## src/core/ubsg_pkg.sv

```systemverilog
// constants, register map and types of the break/status/baud block
package ubsg_pkg;
	// register byte offsets on the bus
	localparam logic [7:0] OFS_STATUS2 = 8'h00;
	localparam logic [7:0] OFS_DATA = 8'h04;
	localparam logic [7:0] OFS_RATE = 8'h08;
	localparam logic [7:0] OFS_IRQ_STAT = 8'h0c;
	localparam logic [7:0] OFS_IRQ_CLR = 8'h10;
	localparam logic [7:0] OFS_IRQ_EN = 8'h14;
	localparam int ADDR_LSB_W = 8;

	// second status register fields
	localparam int ST2_RXACT_BIT = 0;
	localparam int ST2_BREAK_BIT = 1;

	// bit rate select register fields
	localparam int RATE_RSEL_LSB = 0;
	localparam int RATE_PSEL_LSB = 4;
	localparam int RATE_CKS_BIT = 6;
	localparam logic [7:0] RATE_RESET = 8'h00;

	// interrupt status/enable/clear layout
	localparam int IRQ_W = 3;
	localparam int IRQ_RXFULL_BIT = 0;
	localparam int IRQ_FRAME_BIT = 1;
	localparam int IRQ_IDLE_BIT = 2;
	localparam logic [IRQ_W-1:0] IRQ_RESET = 3'h0;

	// prescaler divisors per code, stored as terminal count (divisor - 1)
	localparam logic [3:0] PD_TC_00 = 4'h0;
	localparam logic [3:0] PD_TC_01 = 4'h2;
	localparam logic [3:0] PD_TC_10 = 4'h3;
	localparam logic [3:0] PD_TC_11 = 4'hc;
	localparam logic [6:0] BD_ONE = 7'h01;

	// receiver sample slots: 16 per bit, index 0 is the first slot
	localparam logic [3:0] SLOT_FIRST = 4'h0;
	localparam logic [3:0] SLOT_SECOND = 4'h1;
	localparam logic [3:0] SLOT_MID = 4'h7;
	localparam logic [3:0] SLOT_LAST = 4'hf;
	localparam logic [3:0] BITS_8 = 4'h8;
	localparam logic [3:0] BITS_9 = 4'h9;
	// idle character: ten bit times of ones, counted in sample ticks
	localparam logic [7:0] IDLE_TICKS = 8'ha0;

	localparam logic [31:0] WORD_ZERO = 32'h0000_0000;

	typedef enum logic [1:0] {
		RX_IDLE = 2'b00,
		RX_START = 2'b01,
		RX_DATA = 2'b11,
		RX_STOP = 2'b10
	} ubsg_rx_state_e;
endpackage

```

## src/core/ubsg_baud_if.sv

```systemverilog
// rate settings to the generator and the sample tick back
`timescale 1ns/1ps
interface ubsg_baud_if;
	logic rate_clock_source_select;
	logic [1:0] psel;
	logic [2:0] rsel;
	logic tick16;
	modport cfg (output rate_clock_source_select, output psel, output rsel, input tick16);
	modport gen (input rate_clock_source_select, input psel, input rsel, output tick16);
endinterface

```

## src/core/ubsg_baud_gen.sv

```systemverilog
// baud generator: source select, prescaler and binary divisor
`timescale 1ns/1ps
module ubsg_baud_gen
	import ubsg_pkg::*;
(
	input wire logic clk_i, // bus clock
	input wire logic rst_b_i, // synchronous reset, active low
	input wire logic xtal_tick_i, // one pulse per crystal reference period
	ubsg_baud_if.gen bif // settings in, sample tick out
);
	logic src_tick;
	logic [3:0] pre_cnt;
	logic [3:0] pre_tc;
	logic pre_tick;
	logic [6:0] div_cnt;
	logic [6:0] div_tc;

	// source clock: bus clock every cycle, else the crystal pulse
	assign src_tick = bif.rate_clock_source_select ? 1'b1 : xtal_tick_i;

	// prescaler terminal count per code
	always_comb begin
		unique case (bif.psel)
			2'b00: pre_tc = PD_TC_00;
			2'b01: pre_tc = PD_TC_01;
			2'b10: pre_tc = PD_TC_10;
			2'b11: pre_tc = PD_TC_11;
		endcase
	end

	// divisor is two to the code, so terminal count is that minus one
	assign div_tc = 7'((BD_ONE << bif.rsel) - BD_ONE);

	assign pre_tick = src_tick && (pre_cnt >= pre_tc);

	// prescaler counter; >= keeps it sane if the code shrinks mid-count
	always_ff @(posedge clk_i) begin
		if (!rst_b_i) begin
			pre_cnt <= 4'h0;
		end else if (pre_tick) begin
			pre_cnt <= 4'h0;
		end else if (src_tick) begin
			pre_cnt <= pre_cnt + 4'h1;
		end
	end

	// rate divisor counter, output is the 16x sample tick
	always_ff @(posedge clk_i) begin
		if (!rst_b_i) begin
			div_cnt <= 7'h00;
			bif.tick16 <= 1'b0;
		end else begin
			bif.tick16 <= 1'b0;
			if (pre_tick) begin
				if (div_cnt >= div_tc) begin
					div_cnt <= 7'h00;
					bif.tick16 <= 1'b1;
				end else begin
					div_cnt <= div_cnt + 7'h01;
				end
			end
		end
	end
endmodule

```

## src/core/ubsg_top.sv

```systemverilog
// break/activity status, data buffer and baud rate block on AHB-Lite
`timescale 1ns/1ps
// Behaviour
// - break character sets break flag
// - break also flags framing error, full, clears ninth
// - break flag raises no interrupt
// - clear: read status with flag, then data
// - rearm only after line high, new break
// - reset clears break flag
// - low in first slot sets reception flag
// - false start or idle clears reception flag
// - data read gives rx byte, write loads tx
// - reset leaves data buffer untouched
// - source select: one bus clock, zero crystal
// - prescaler codes give 1, 3, 4, 13
// - rate divisor is two to the code
// - rate is source over 16*PD*BD
// - reset clears prescaler and divisor fields
// - one rate times receiver and transmitter
module ubsg_top
	import ubsg_pkg::*;
(
	input wire logic clk_i, // bus clock, 10 MHz
	input wire logic rst_b_i, // synchronous reset, active low
	input wire logic hsel_i, // slave select
	input wire logic [31:0] haddr_i, // byte address
	input wire logic [1:0] htrans_i, // transfer type
	input wire logic hwrite_i, // write when high
	input wire logic [2:0] hsize_i, // transfer size, words only
	input wire logic [31:0] hwdata_i, // write data
	input wire logic hready_i, // bus ready
	output logic [31:0] hrdata_o, // read data
	output logic hreadyout_o, // slave ready
	output logic hresp_o, // always okay
	input wire logic rxd_i, // serial receive line
	input wire logic xtal_tick_i, // crystal reference pulse
	input wire logic nine_bit_i, // 9-bit character mode
	output logic tick16_o, // shared 16x sample tick for the transmitter
	output logic [7:0] tx_data_o, // byte to transmit
	output logic tx_load_o, // pulse: new transmit byte written
	output logic rx_full_set_o, // pulse: character into buffer
	output logic frame_err_set_o, // pulse: stop bit read as zero
	output logic rx_bit8_o, // received ninth bit
	output logic data_read_o, // pulse: data buffer read
	output logic irq_o // level interrupt
);
	ubsg_baud_if bif ();

	logic [7:0] rate;
	logic [7:0] rx_data;
	logic [7:0] tx_data;
	logic rx_bit8;
	logic brk_flag;
	logic brk_clr_armed;
	logic brk_armed;
	logic rx_active;
	logic [IRQ_W-1:0] irq_stat;
	logic [IRQ_W-1:0] irq_en;
	logic [IRQ_W-1:0] irq_set;

	logic ap_valid;
	logic dp_write;
	logic dp_read;
	logic rd_done;
	logic [7:0] dp_addr;
	logic wr_en;
	logic rd_en;
	logic [31:0] rd_mux;

	ubsg_rx_state_e rx_state;
	logic [3:0] slot;
	logic [3:0] bit_cnt;
	logic [8:0] shreg;
	logic [7:0] ones_cnt;
	logic idle_armed;
	logic tick;
	logic mid;
	logic last;
	logic [3:0] nbits;
	logic char_done;
	logic stop_low;
	logic data_zero;
	logic is_break;
	logic false_start;
	logic idle_hit;

	// baud generator shared by both directions
	ubsg_baud_gen u_baud (
		.clk_i(clk_i),
		.rst_b_i(rst_b_i),
		.xtal_tick_i(xtal_tick_i),
		.bif(bif)
	);

	// rate fields drive the generator directly
	assign bif.rate_clock_source_select = rate[RATE_CKS_BIT];
	assign bif.psel = rate[RATE_PSEL_LSB +: 2];
	assign bif.rsel = rate[RATE_RSEL_LSB +: 3];
	assign tick = bif.tick16;
	assign tick16_o = bif.tick16;

	// bus handshake: reads take one wait state so that a read right
	// after a write sees the freshly written value
	assign ap_valid = hsel_i && htrans_i[1] && hready_i;
	assign hreadyout_o = !(dp_read && !rd_done);
	assign hresp_o = 1'b0;
	assign wr_en = dp_write && hready_i;
	assign rd_en = dp_read && !rd_done;

	// address phase capture
	always_ff @(posedge clk_i) begin
		if (!rst_b_i) begin
			dp_write <= 1'b0;
			dp_read <= 1'b0;
			rd_done <= 1'b0;
			dp_addr <= 8'h00;
		end else if (hready_i) begin
			dp_write <= ap_valid && hwrite_i;
			dp_read <= ap_valid && !hwrite_i;
			rd_done <= 1'b0;
			dp_addr <= haddr_i[ADDR_LSB_W-1:0];
		end else if (rd_en) begin
			rd_done <= 1'b1;
		end
	end

	// read mux; unmapped and write-only addresses read as zero
	always_comb begin
		rd_mux = WORD_ZERO;
		unique case (dp_addr)
			OFS_STATUS2: begin
				rd_mux[ST2_BREAK_BIT] = brk_flag;
				rd_mux[ST2_RXACT_BIT] = rx_active;
			end
			OFS_DATA: rd_mux[7:0] = rx_data;
			OFS_RATE: rd_mux[7:0] = rate;
			OFS_IRQ_STAT: rd_mux[IRQ_W-1:0] = irq_stat;
			OFS_IRQ_EN: rd_mux[IRQ_W-1:0] = irq_en;
			default: rd_mux = WORD_ZERO;
		endcase
	end

	// read data register, held until the next read
	always_ff @(posedge clk_i) begin
		if (!rst_b_i) begin
			hrdata_o <= WORD_ZERO;
		end else if (rd_en) begin
			hrdata_o <= rd_mux;
		end
	end

	// bit rate select register
	always_ff @(posedge clk_i) begin
		if (!rst_b_i) begin
			rate <= RATE_RESET;
		end else if (wr_en && dp_addr == OFS_RATE) begin
			// only the three fields hold data; the spare bits stay zero
			rate[RATE_CKS_BIT] <= hwdata_i[RATE_CKS_BIT];
			rate[RATE_PSEL_LSB +: 2] <= hwdata_i[RATE_PSEL_LSB +: 2];
			rate[RATE_RSEL_LSB +: 3] <= hwdata_i[RATE_RSEL_LSB +: 3];
		end
	end

	// transmit half of the data buffer; no reset, contents survive it
	always_ff @(posedge clk_i) begin
		if (wr_en && dp_addr == OFS_DATA) begin
			tx_data <= hwdata_i[7:0];
		end
	end
	assign tx_data_o = tx_data;

	// write and read strobes toward the rest of the unit
	always_ff @(posedge clk_i) begin
		if (!rst_b_i) begin
			tx_load_o <= 1'b0;
			data_read_o <= 1'b0;
		end else begin
			tx_load_o <= wr_en && dp_addr == OFS_DATA;
			data_read_o <= rd_en && dp_addr == OFS_DATA;
		end
	end

	// receiver slot decode
	assign mid = tick && slot == SLOT_MID;
	assign last = tick && slot == SLOT_LAST;
	assign nbits = nine_bit_i ? BITS_9 : BITS_8;
	assign char_done = rx_state == RX_STOP && mid;
	assign stop_low = !rxd_i;
	assign data_zero = nine_bit_i ? (shreg == 9'h000) : (shreg[8:1] == 8'h00);
	assign is_break = char_done && stop_low && data_zero;
	assign false_start = rx_state == RX_START && mid && rxd_i;
	assign idle_hit = rx_state == RX_IDLE && tick && rxd_i && ones_cnt == IDLE_TICKS - 8'h01;

	// receive state machine and slot counter
	always_ff @(posedge clk_i) begin
		if (!rst_b_i) begin
			rx_state <= RX_IDLE;
			slot <= SLOT_FIRST;
			bit_cnt <= 4'h0;
		end else if (tick) begin
			unique case (rx_state)
				RX_IDLE: begin
					// the search tick is the first slot of the start bit
					if (!rxd_i) begin
						rx_state <= RX_START;
						slot <= SLOT_SECOND;
					end
				end
				RX_START: begin
					slot <= slot + 4'h1;
					if (false_start) begin
						rx_state <= RX_IDLE;
					end else if (slot == SLOT_LAST) begin
						rx_state <= RX_DATA;
						bit_cnt <= 4'h0;
					end
				end
				RX_DATA: begin
					slot <= slot + 4'h1;
					if (last) begin
						bit_cnt <= bit_cnt + 4'h1;
						if (bit_cnt == nbits - 4'h1) begin
							rx_state <= RX_STOP;
						end
					end
				end
				RX_STOP: begin
					// leave at mid stop bit so the next start is not missed
					slot <= slot + 4'h1;
					if (mid) begin
						rx_state <= RX_IDLE;
						slot <= SLOT_FIRST;
					end
				end
			endcase
		end
	end

	// shift register, LSB first, sampled at mid bit
	always_ff @(posedge clk_i) begin
		if (!rst_b_i) begin
			shreg <= 9'h000;
		end else if (rx_state == RX_DATA && mid) begin
			shreg <= {rxd_i, shreg[8:1]};
		end
	end

	// receive half of the data buffer and ninth bit; no reset
	always_ff @(posedge clk_i) begin
		if (char_done) begin
			if (nine_bit_i) begin
				rx_data <= shreg[7:0];
				rx_bit8 <= is_break ? 1'b0 : shreg[8];
			end else begin
				rx_data <= shreg[8:1];
				rx_bit8 <= shreg[8];
			end
		end
	end
	assign rx_bit8_o = rx_bit8;

	// flag pulses to the first status register logic
	always_ff @(posedge clk_i) begin
		if (!rst_b_i) begin
			rx_full_set_o <= 1'b0;
			frame_err_set_o <= 1'b0;
		end else begin
			rx_full_set_o <= char_done;
			frame_err_set_o <= char_done && stop_low;
		end
	end

	// reception in progress flag; polled only, never interrupts
	always_ff @(posedge clk_i) begin
		if (!rst_b_i) begin
			rx_active <= 1'b0;
		end else if (rx_state == RX_IDLE && tick && !rxd_i) begin
			rx_active <= 1'b1;
		end else if (false_start || idle_hit) begin
			rx_active <= 1'b0;
		end
	end

	// idle line counter; idle only reported after a character
	always_ff @(posedge clk_i) begin
		if (!rst_b_i) begin
			ones_cnt <= 8'h00;
			idle_armed <= 1'b0;
		end else begin
			if (rx_state != RX_IDLE || (tick && !rxd_i)) begin
				ones_cnt <= 8'h00;
			end else if (tick && ones_cnt != IDLE_TICKS) begin
				ones_cnt <= ones_cnt + 8'h01;
			end
			if (char_done) begin
				idle_armed <= 1'b1;
			end else if (idle_hit) begin
				idle_armed <= 1'b0;
			end
		end
	end

	// break rearm: line must be seen high before another break counts
	always_ff @(posedge clk_i) begin
		if (!rst_b_i) begin
			brk_armed <= 1'b1;
		end else if (is_break) begin
			brk_armed <= 1'b0;
		end else if (tick && rxd_i) begin
			brk_armed <= 1'b1;
		end
	end

	// break flag with two-step clear; a new break wins over the clear
	always_ff @(posedge clk_i) begin
		if (!rst_b_i) begin
			brk_flag <= 1'b0;
			brk_clr_armed <= 1'b0;
		end else begin
			if (is_break && brk_armed) begin
				brk_flag <= 1'b1;
			end else if (rd_en && dp_addr == OFS_DATA && brk_clr_armed) begin
				brk_flag <= 1'b0;
			end
			if (rd_en && dp_addr == OFS_STATUS2) begin
				brk_clr_armed <= brk_flag;
			end else if (rd_en && dp_addr == OFS_DATA) begin
				brk_clr_armed <= 1'b0;
			end
		end
	end

	// interrupt events; break and reception activity are left out
	always_comb begin
		irq_set = IRQ_RESET;
		irq_set[IRQ_RXFULL_BIT] = char_done;
		irq_set[IRQ_FRAME_BIT] = char_done && stop_low;
		irq_set[IRQ_IDLE_BIT] = idle_hit && idle_armed;
	end

	// sticky status: set beats a clear in the same cycle
	always_ff @(posedge clk_i) begin
		if (!rst_b_i) begin
			irq_stat <= IRQ_RESET;
		end else if (wr_en && dp_addr == OFS_IRQ_CLR) begin
			irq_stat <= (irq_stat & ~hwdata_i[IRQ_W-1:0]) | irq_set;
		end else begin
			irq_stat <= irq_stat | irq_set;
		end
	end

	// interrupt enable register
	always_ff @(posedge clk_i) begin
		if (!rst_b_i) begin
			irq_en <= IRQ_RESET;
		end else if (wr_en && dp_addr == OFS_IRQ_EN) begin
			irq_en <= hwdata_i[IRQ_W-1:0];
		end
	end

	assign irq_o = |(irq_stat & irq_en);
endmodule

```

## config.mk

```make
export PLATFORM = sky130hd
export DESIGN_NAME = ubsg_top
export DESIGN_NICKNAME = d
export VERILOG_FILES = /design/src/core/ubsg_pkg.sv /design/src/core/ubsg_baud_if.sv /design/src/core/ubsg_baud_gen.sv /design/src/core/ubsg_top.sv
export SDC_FILE = /design/constraint.sdc
export NUM_CORES = 1
export LEC_CHECK = 0
export BUFFER_PORTS_ARGS = -buffer_cell sky130_fd_sc_hd__clkbuf_2
export CORE_MARGIN = 1
export CORE_UTILIZATION = 40
export DETAILED_ROUTE_END_ITERATION = 12
export GPL_ROUTABILITY_DRIVEN = 0
export GPL_TIMING_DRIVEN = 0
export PLACE_DENSITY = 0.6
export REMOVE_ABC_BUFFERS = 1
export SYNTH_ARGS = -nofsm -noshare
export SYNTH_HDL_FRONTEND = slang
export SYNTH_SLANG_ARGS = --single-unit
```

## constraint.sdc

```tcl
create_clock -name clk_i -period 6.02 [get_ports clk_i]
set_input_delay 1.204 -clock clk_i [delete_from_list [all_inputs] [get_ports clk_i]]
set_output_delay 1.204 -clock clk_i [all_outputs]
set_load 0.1 [all_outputs]
```

==> flow_summary.toml <==
[global_routing]
grt_first_pass_wirelength_um = 15000
globalRoute.totalOverflow = 0
grt_start_max_net_pins = 48
number_of_antenna_violations_at_the_first_check_in_global_routing = 0
vias_in_the_first_global_route = 3106
global_route.usage.total = 0.163

[synth]
post_synth_xor_area_fraction = 0.0172
synth-edff-count = 17
post_synthesis_register_bit_count = 96
synth.area.mux_share = 0.0806
synthDominantAreaCellType = "sky130_fd_sc_hd__dfxtp_1"
ys_types = 49
syn_area_per_cell_um2 = 9.21
post_synthesis_async_set_or_reset_flop_share = 0
synth_top_family_by_area = "simple AND/OR/NAND/NOR gates"
synth_seq_area_share = 0.455
ys.warnings.count = 0
synth.top_cells.by_area = "sky130_fd_sc_hd__dfxtp_1, sky130_fd_sc_hd__edfxtp_1, sky130_fd_sc_hd__mux2i_1, sky130_fd_sc_hd__ha_1, sky130_fd_sc_hd__nor2_1"
yosys.area_share.adder = 0.0517
post_synth_inst_count = 499
mappedNetlistArea_mm2 = 0.00460
synth_simple_gate_area_frac = 0.215
synth_top_flop_cell = "sky130_fd_sc_hd__dfxtp_1"
yosys.area.top_type_share = 0.344
synth_area_in_compound_gates = 0.103

[power]
ir_drop_v = 0.000168
cellPowerDensity_mw_per_mm2 = 259
leakage_nw = 2.01

[clock_tree]
number_of_buffers_added_by_the_clock_tree_synthesis_step = 9
clock_insertion_delay_at_the_later_pin_of_the_skew_report_ns = 0.34
cts_num_sinks = 96
setup_repair_bufs_after_cts = 0
clock_tree.htree_level_count = 3
cts_tree = "built"
post_cts.resized_instances = 0
cts_buffer_depth = 2
cts.hold.buffers_added = 0
root_buffer = "sky130_fd_sc_hd__clkbuf_16"
clk_pin_slew_ns = 0.06

[worst_hold_path]
hold_start = "rx_data[5]"
holdPathStages = 1
hold_end = "hrdata_o[5]"
min-delay-path-class = "flop to flop"

[timing]
timing_worst_slew_pin_value_ns = 0.958
period_minus_slack_ns = 3.05
achievable_freq_mhz = 328
finalHoldViolCount = 0
relSlewSlack = 0.356
clock-skew-final_ns = 0.00474
layout_worst_path_cycle_share = 0.507
maxSlewViolCount = 0
final.setup.worst_slack_ns = 2.97
grt_setup_unrepaired = "no"
setup_viol = 0
fin_setup_tns_ns = 0
finalHoldWorstSlack_ns = 0.474

[final_layout]
final_layout_size_suffix_gt1_frac = 0.147
insertedDiodeCount = 0
layout.cells.most_common = "sky130_fd_sc_hd__dfxtp_1"
final_net_count = 628
most-common-layout-cells = "sky130_fd_sc_hd__dfxtp_1, sky130_fd_sc_hd__nor2_1, sky130_fd_sc_hd__clkbuf_2, sky130_fd_sc_hd__nand2_1, sky130_fd_sc_hd__nand3_1"
synthToLayoutAreaGrowth_pct = 10.4
stdcell_area_mm2 = 0.00507
fillerInstances = 1091

[worst_setup_path]
worst_r2r_path_depth = 8
crit_arrival_ns = 1.85
number_of_buffer_and_inverter_stages_on_the_critical_path = 2
category_of_the_critical_setup_timing_path = "flop to primary output"
rr_endpoint = "u_baud.pre_cnt[1]"
worstPathMaxFanout = 11
crit_path_max_incr_delay_ns = 0.45
cp.required_ns = 4.82
critical_path.startpoint = "dp_read"
cell_with_the_biggest_individual_delay_on_the_critical_path = "sky130_fd_sc_hd__clkbuf_2"
worstSetupEndpointType = "primary output"
ff2ff_setup_slack_ns = 3.60
path_cells = "nor2b_1 > inv_1 > clkbuf_2"
timing.critical_path.max_delay_family = "buffers and inverters"
worst_r2r_startpoint = "rate[4]"
start_kind = "flop"

[floorplan]
die_height_um = 109
fp.dieArea_mm2 = 0.0119
chipWidth_um = 109
core_mm2 = 0.0110
ios = 126
rows = 38
floorplan.initialDensity = 0.417

[drt]
routed-via-count = 3508
route.detailed.vias_per_inst = 5.18
postRouteAntennaNets = 0
first_pass_iters = 4
drc_violations = 0
wl_um = 9170
detail_route.iter0.violations = 192
wire_per_inst_um = 13.5

[placement]
number_of_input_and_output_port_buffers_inserted = 48
dpl_worst_slack_ns = 3.09
dpl_cell_area_mm2 = 0.00482
detailed_place_hpwl_um = 6490

[job]
max_cap_viol_count = 0

[status]
run_status = "complete, no violations"
[state kept, by name, summed over array words and instances (netlist names), 2 cells and up]
| register | flops |
|---|---|
| rx_data | 8 |
| shreg | 9 |
| u_baud.div_cnt | 7 |
| hrdata_o | 8 |
| dp_addr | 8 |
| rx_state | 2 |
| irq_stat | 3 |
| rate | 6 |
| slot | 4 |
| u_baud.pre_cnt | 4 |
| irq_en | 3 |
| bit_cnt | 4 |
| ones_cnt | 8 |
| tx_data_o | 8 |
[area by class of cell]
class,count,area (um^2),share of cell area
multi-input combinational,362,2250,0.443
inverter,14,52.6,0.0104
tap,140,175,0.0345
clock buffer,11,233,0.0459
clock inverter,5,23.8,0.00469
timing repair buffer,49,248,0.0488
sequential,96,2090,0.412
[routing by layer]
layer	share of wire	routed length [um]	GRT usage
met3	0.039	356	0.0502
met4	0.0068	62	0.0343
met5	0	0	0
met1	0.47	4300	0.206
met2	0.49	4450	0.272
[cells by family after synthesis]
family          count (synthesis)
simple gates                  198
flops                          96
compound gates                 75
buf+inv                        65
mux                            36
fa+ha+maj                      19
xor+xnor                        9
other cells                     1
[synth_stat cells (2+ instances only)]
cell type	count
sky130_fd_sc_hd__dfxtp_1	79
sky130_fd_sc_hd__nor2_1	63
sky130_fd_sc_hd__nand2_1	40
sky130_fd_sc_hd__nand3_1	31
sky130_fd_sc_hd__mux2i_1	28
sky130_fd_sc_hd__buf_4	25
sky130_fd_sc_hd__ha_1	19
sky130_fd_sc_hd__a21oi_1	17
sky130_fd_sc_hd__edfxtp_1	17
sky130_fd_sc_hd__clkbuf_1	15
sky130_fd_sc_hd__inv_1	14
sky130_fd_sc_hd__o21ai_0	13
sky130_fd_sc_hd__nor3_1	12
sky130_fd_sc_hd__a31oi_1	10
sky130_fd_sc_hd__mux2_2	8
sky130_fd_sc_hd__nand2b_1	8
sky130_fd_sc_hd__and3_1	6
sky130_fd_sc_hd__nor4_1	6
sky130_fd_sc_hd__o21ai_1	6
sky130_fd_sc_hd__a22oi_1	5
sky130_fd_sc_hd__buf_1	5
sky130_fd_sc_hd__buf_2	5
sky130_fd_sc_hd__nand4_1	5
sky130_fd_sc_hd__nand4b_1	5
sky130_fd_sc_hd__nor2b_1	5
sky130_fd_sc_hd__o21a_1	5
sky130_fd_sc_hd__xor2_1	5
sky130_fd_sc_hd__o22ai_1	4
sky130_fd_sc_hd__or3_1	4
sky130_fd_sc_hd__xnor2_1	4
sky130_fd_sc_hd__a21boi_0	3
sky130_fd_sc_hd__a221o_1	3
sky130_fd_sc_hd__nor4_2	3
sky130_fd_sc_hd__or2_2	3
sky130_fd_sc_hd__a31o_2	2
sky130_fd_sc_hd__nand3b_1	2
sky130_fd_sc_hd__o41ai_1	2
[worst reg2reg max path, cell delays in order (launching register included)]
cell,delay [ns]
sky130_fd_sc_hd__dfxtp_1,0.40
sky130_fd_sc_hd__inv_1,0.06
sky130_fd_sc_hd__ha_1,0.19
sky130_fd_sc_hd__ha_1,0.27
sky130_fd_sc_hd__nand2b_1,0.13
sky130_fd_sc_hd__a2111oi_0,0.53
sky130_fd_sc_hd__or3_1,0.39
sky130_fd_sc_hd__nand2_1,0.18
sky130_fd_sc_hd__a21oi_1,0.19
[power breakdown]
group          internal, mW  total (mW)  switching, mW
combinational        0.0234       0.138          0.115
sequential            0.659       0.671         0.0118
clock                 0.276       0.506          0.230
[worst max path at each step]
stage,endpoint,slack (ns),cells after the start
after CTS,hreadyout_o,2.94,3
final,hreadyout_o,2.97,3
after global routing,hreadyout_o,2.83,3
after global placement,tx_data_o[4],2.53,3
after floorplan,tx_data_o[0],3.42,2
after detailed placement,slot[3],3.09,5
[metrics by stage]
stage / total power [mW] / std cells / util
after floorplan: 0.793 / 472 / -
after global placement: 0.822 / 660 / 0.435
after detailed placement: 0.824 / 661 / 0.437
after CTS: 1.33 / 677 / 0.460
after global routing: 1.37 / 677 / 0.460
final: 1.32 / 677 / 0.460
(Power assumes the default switching activity.)
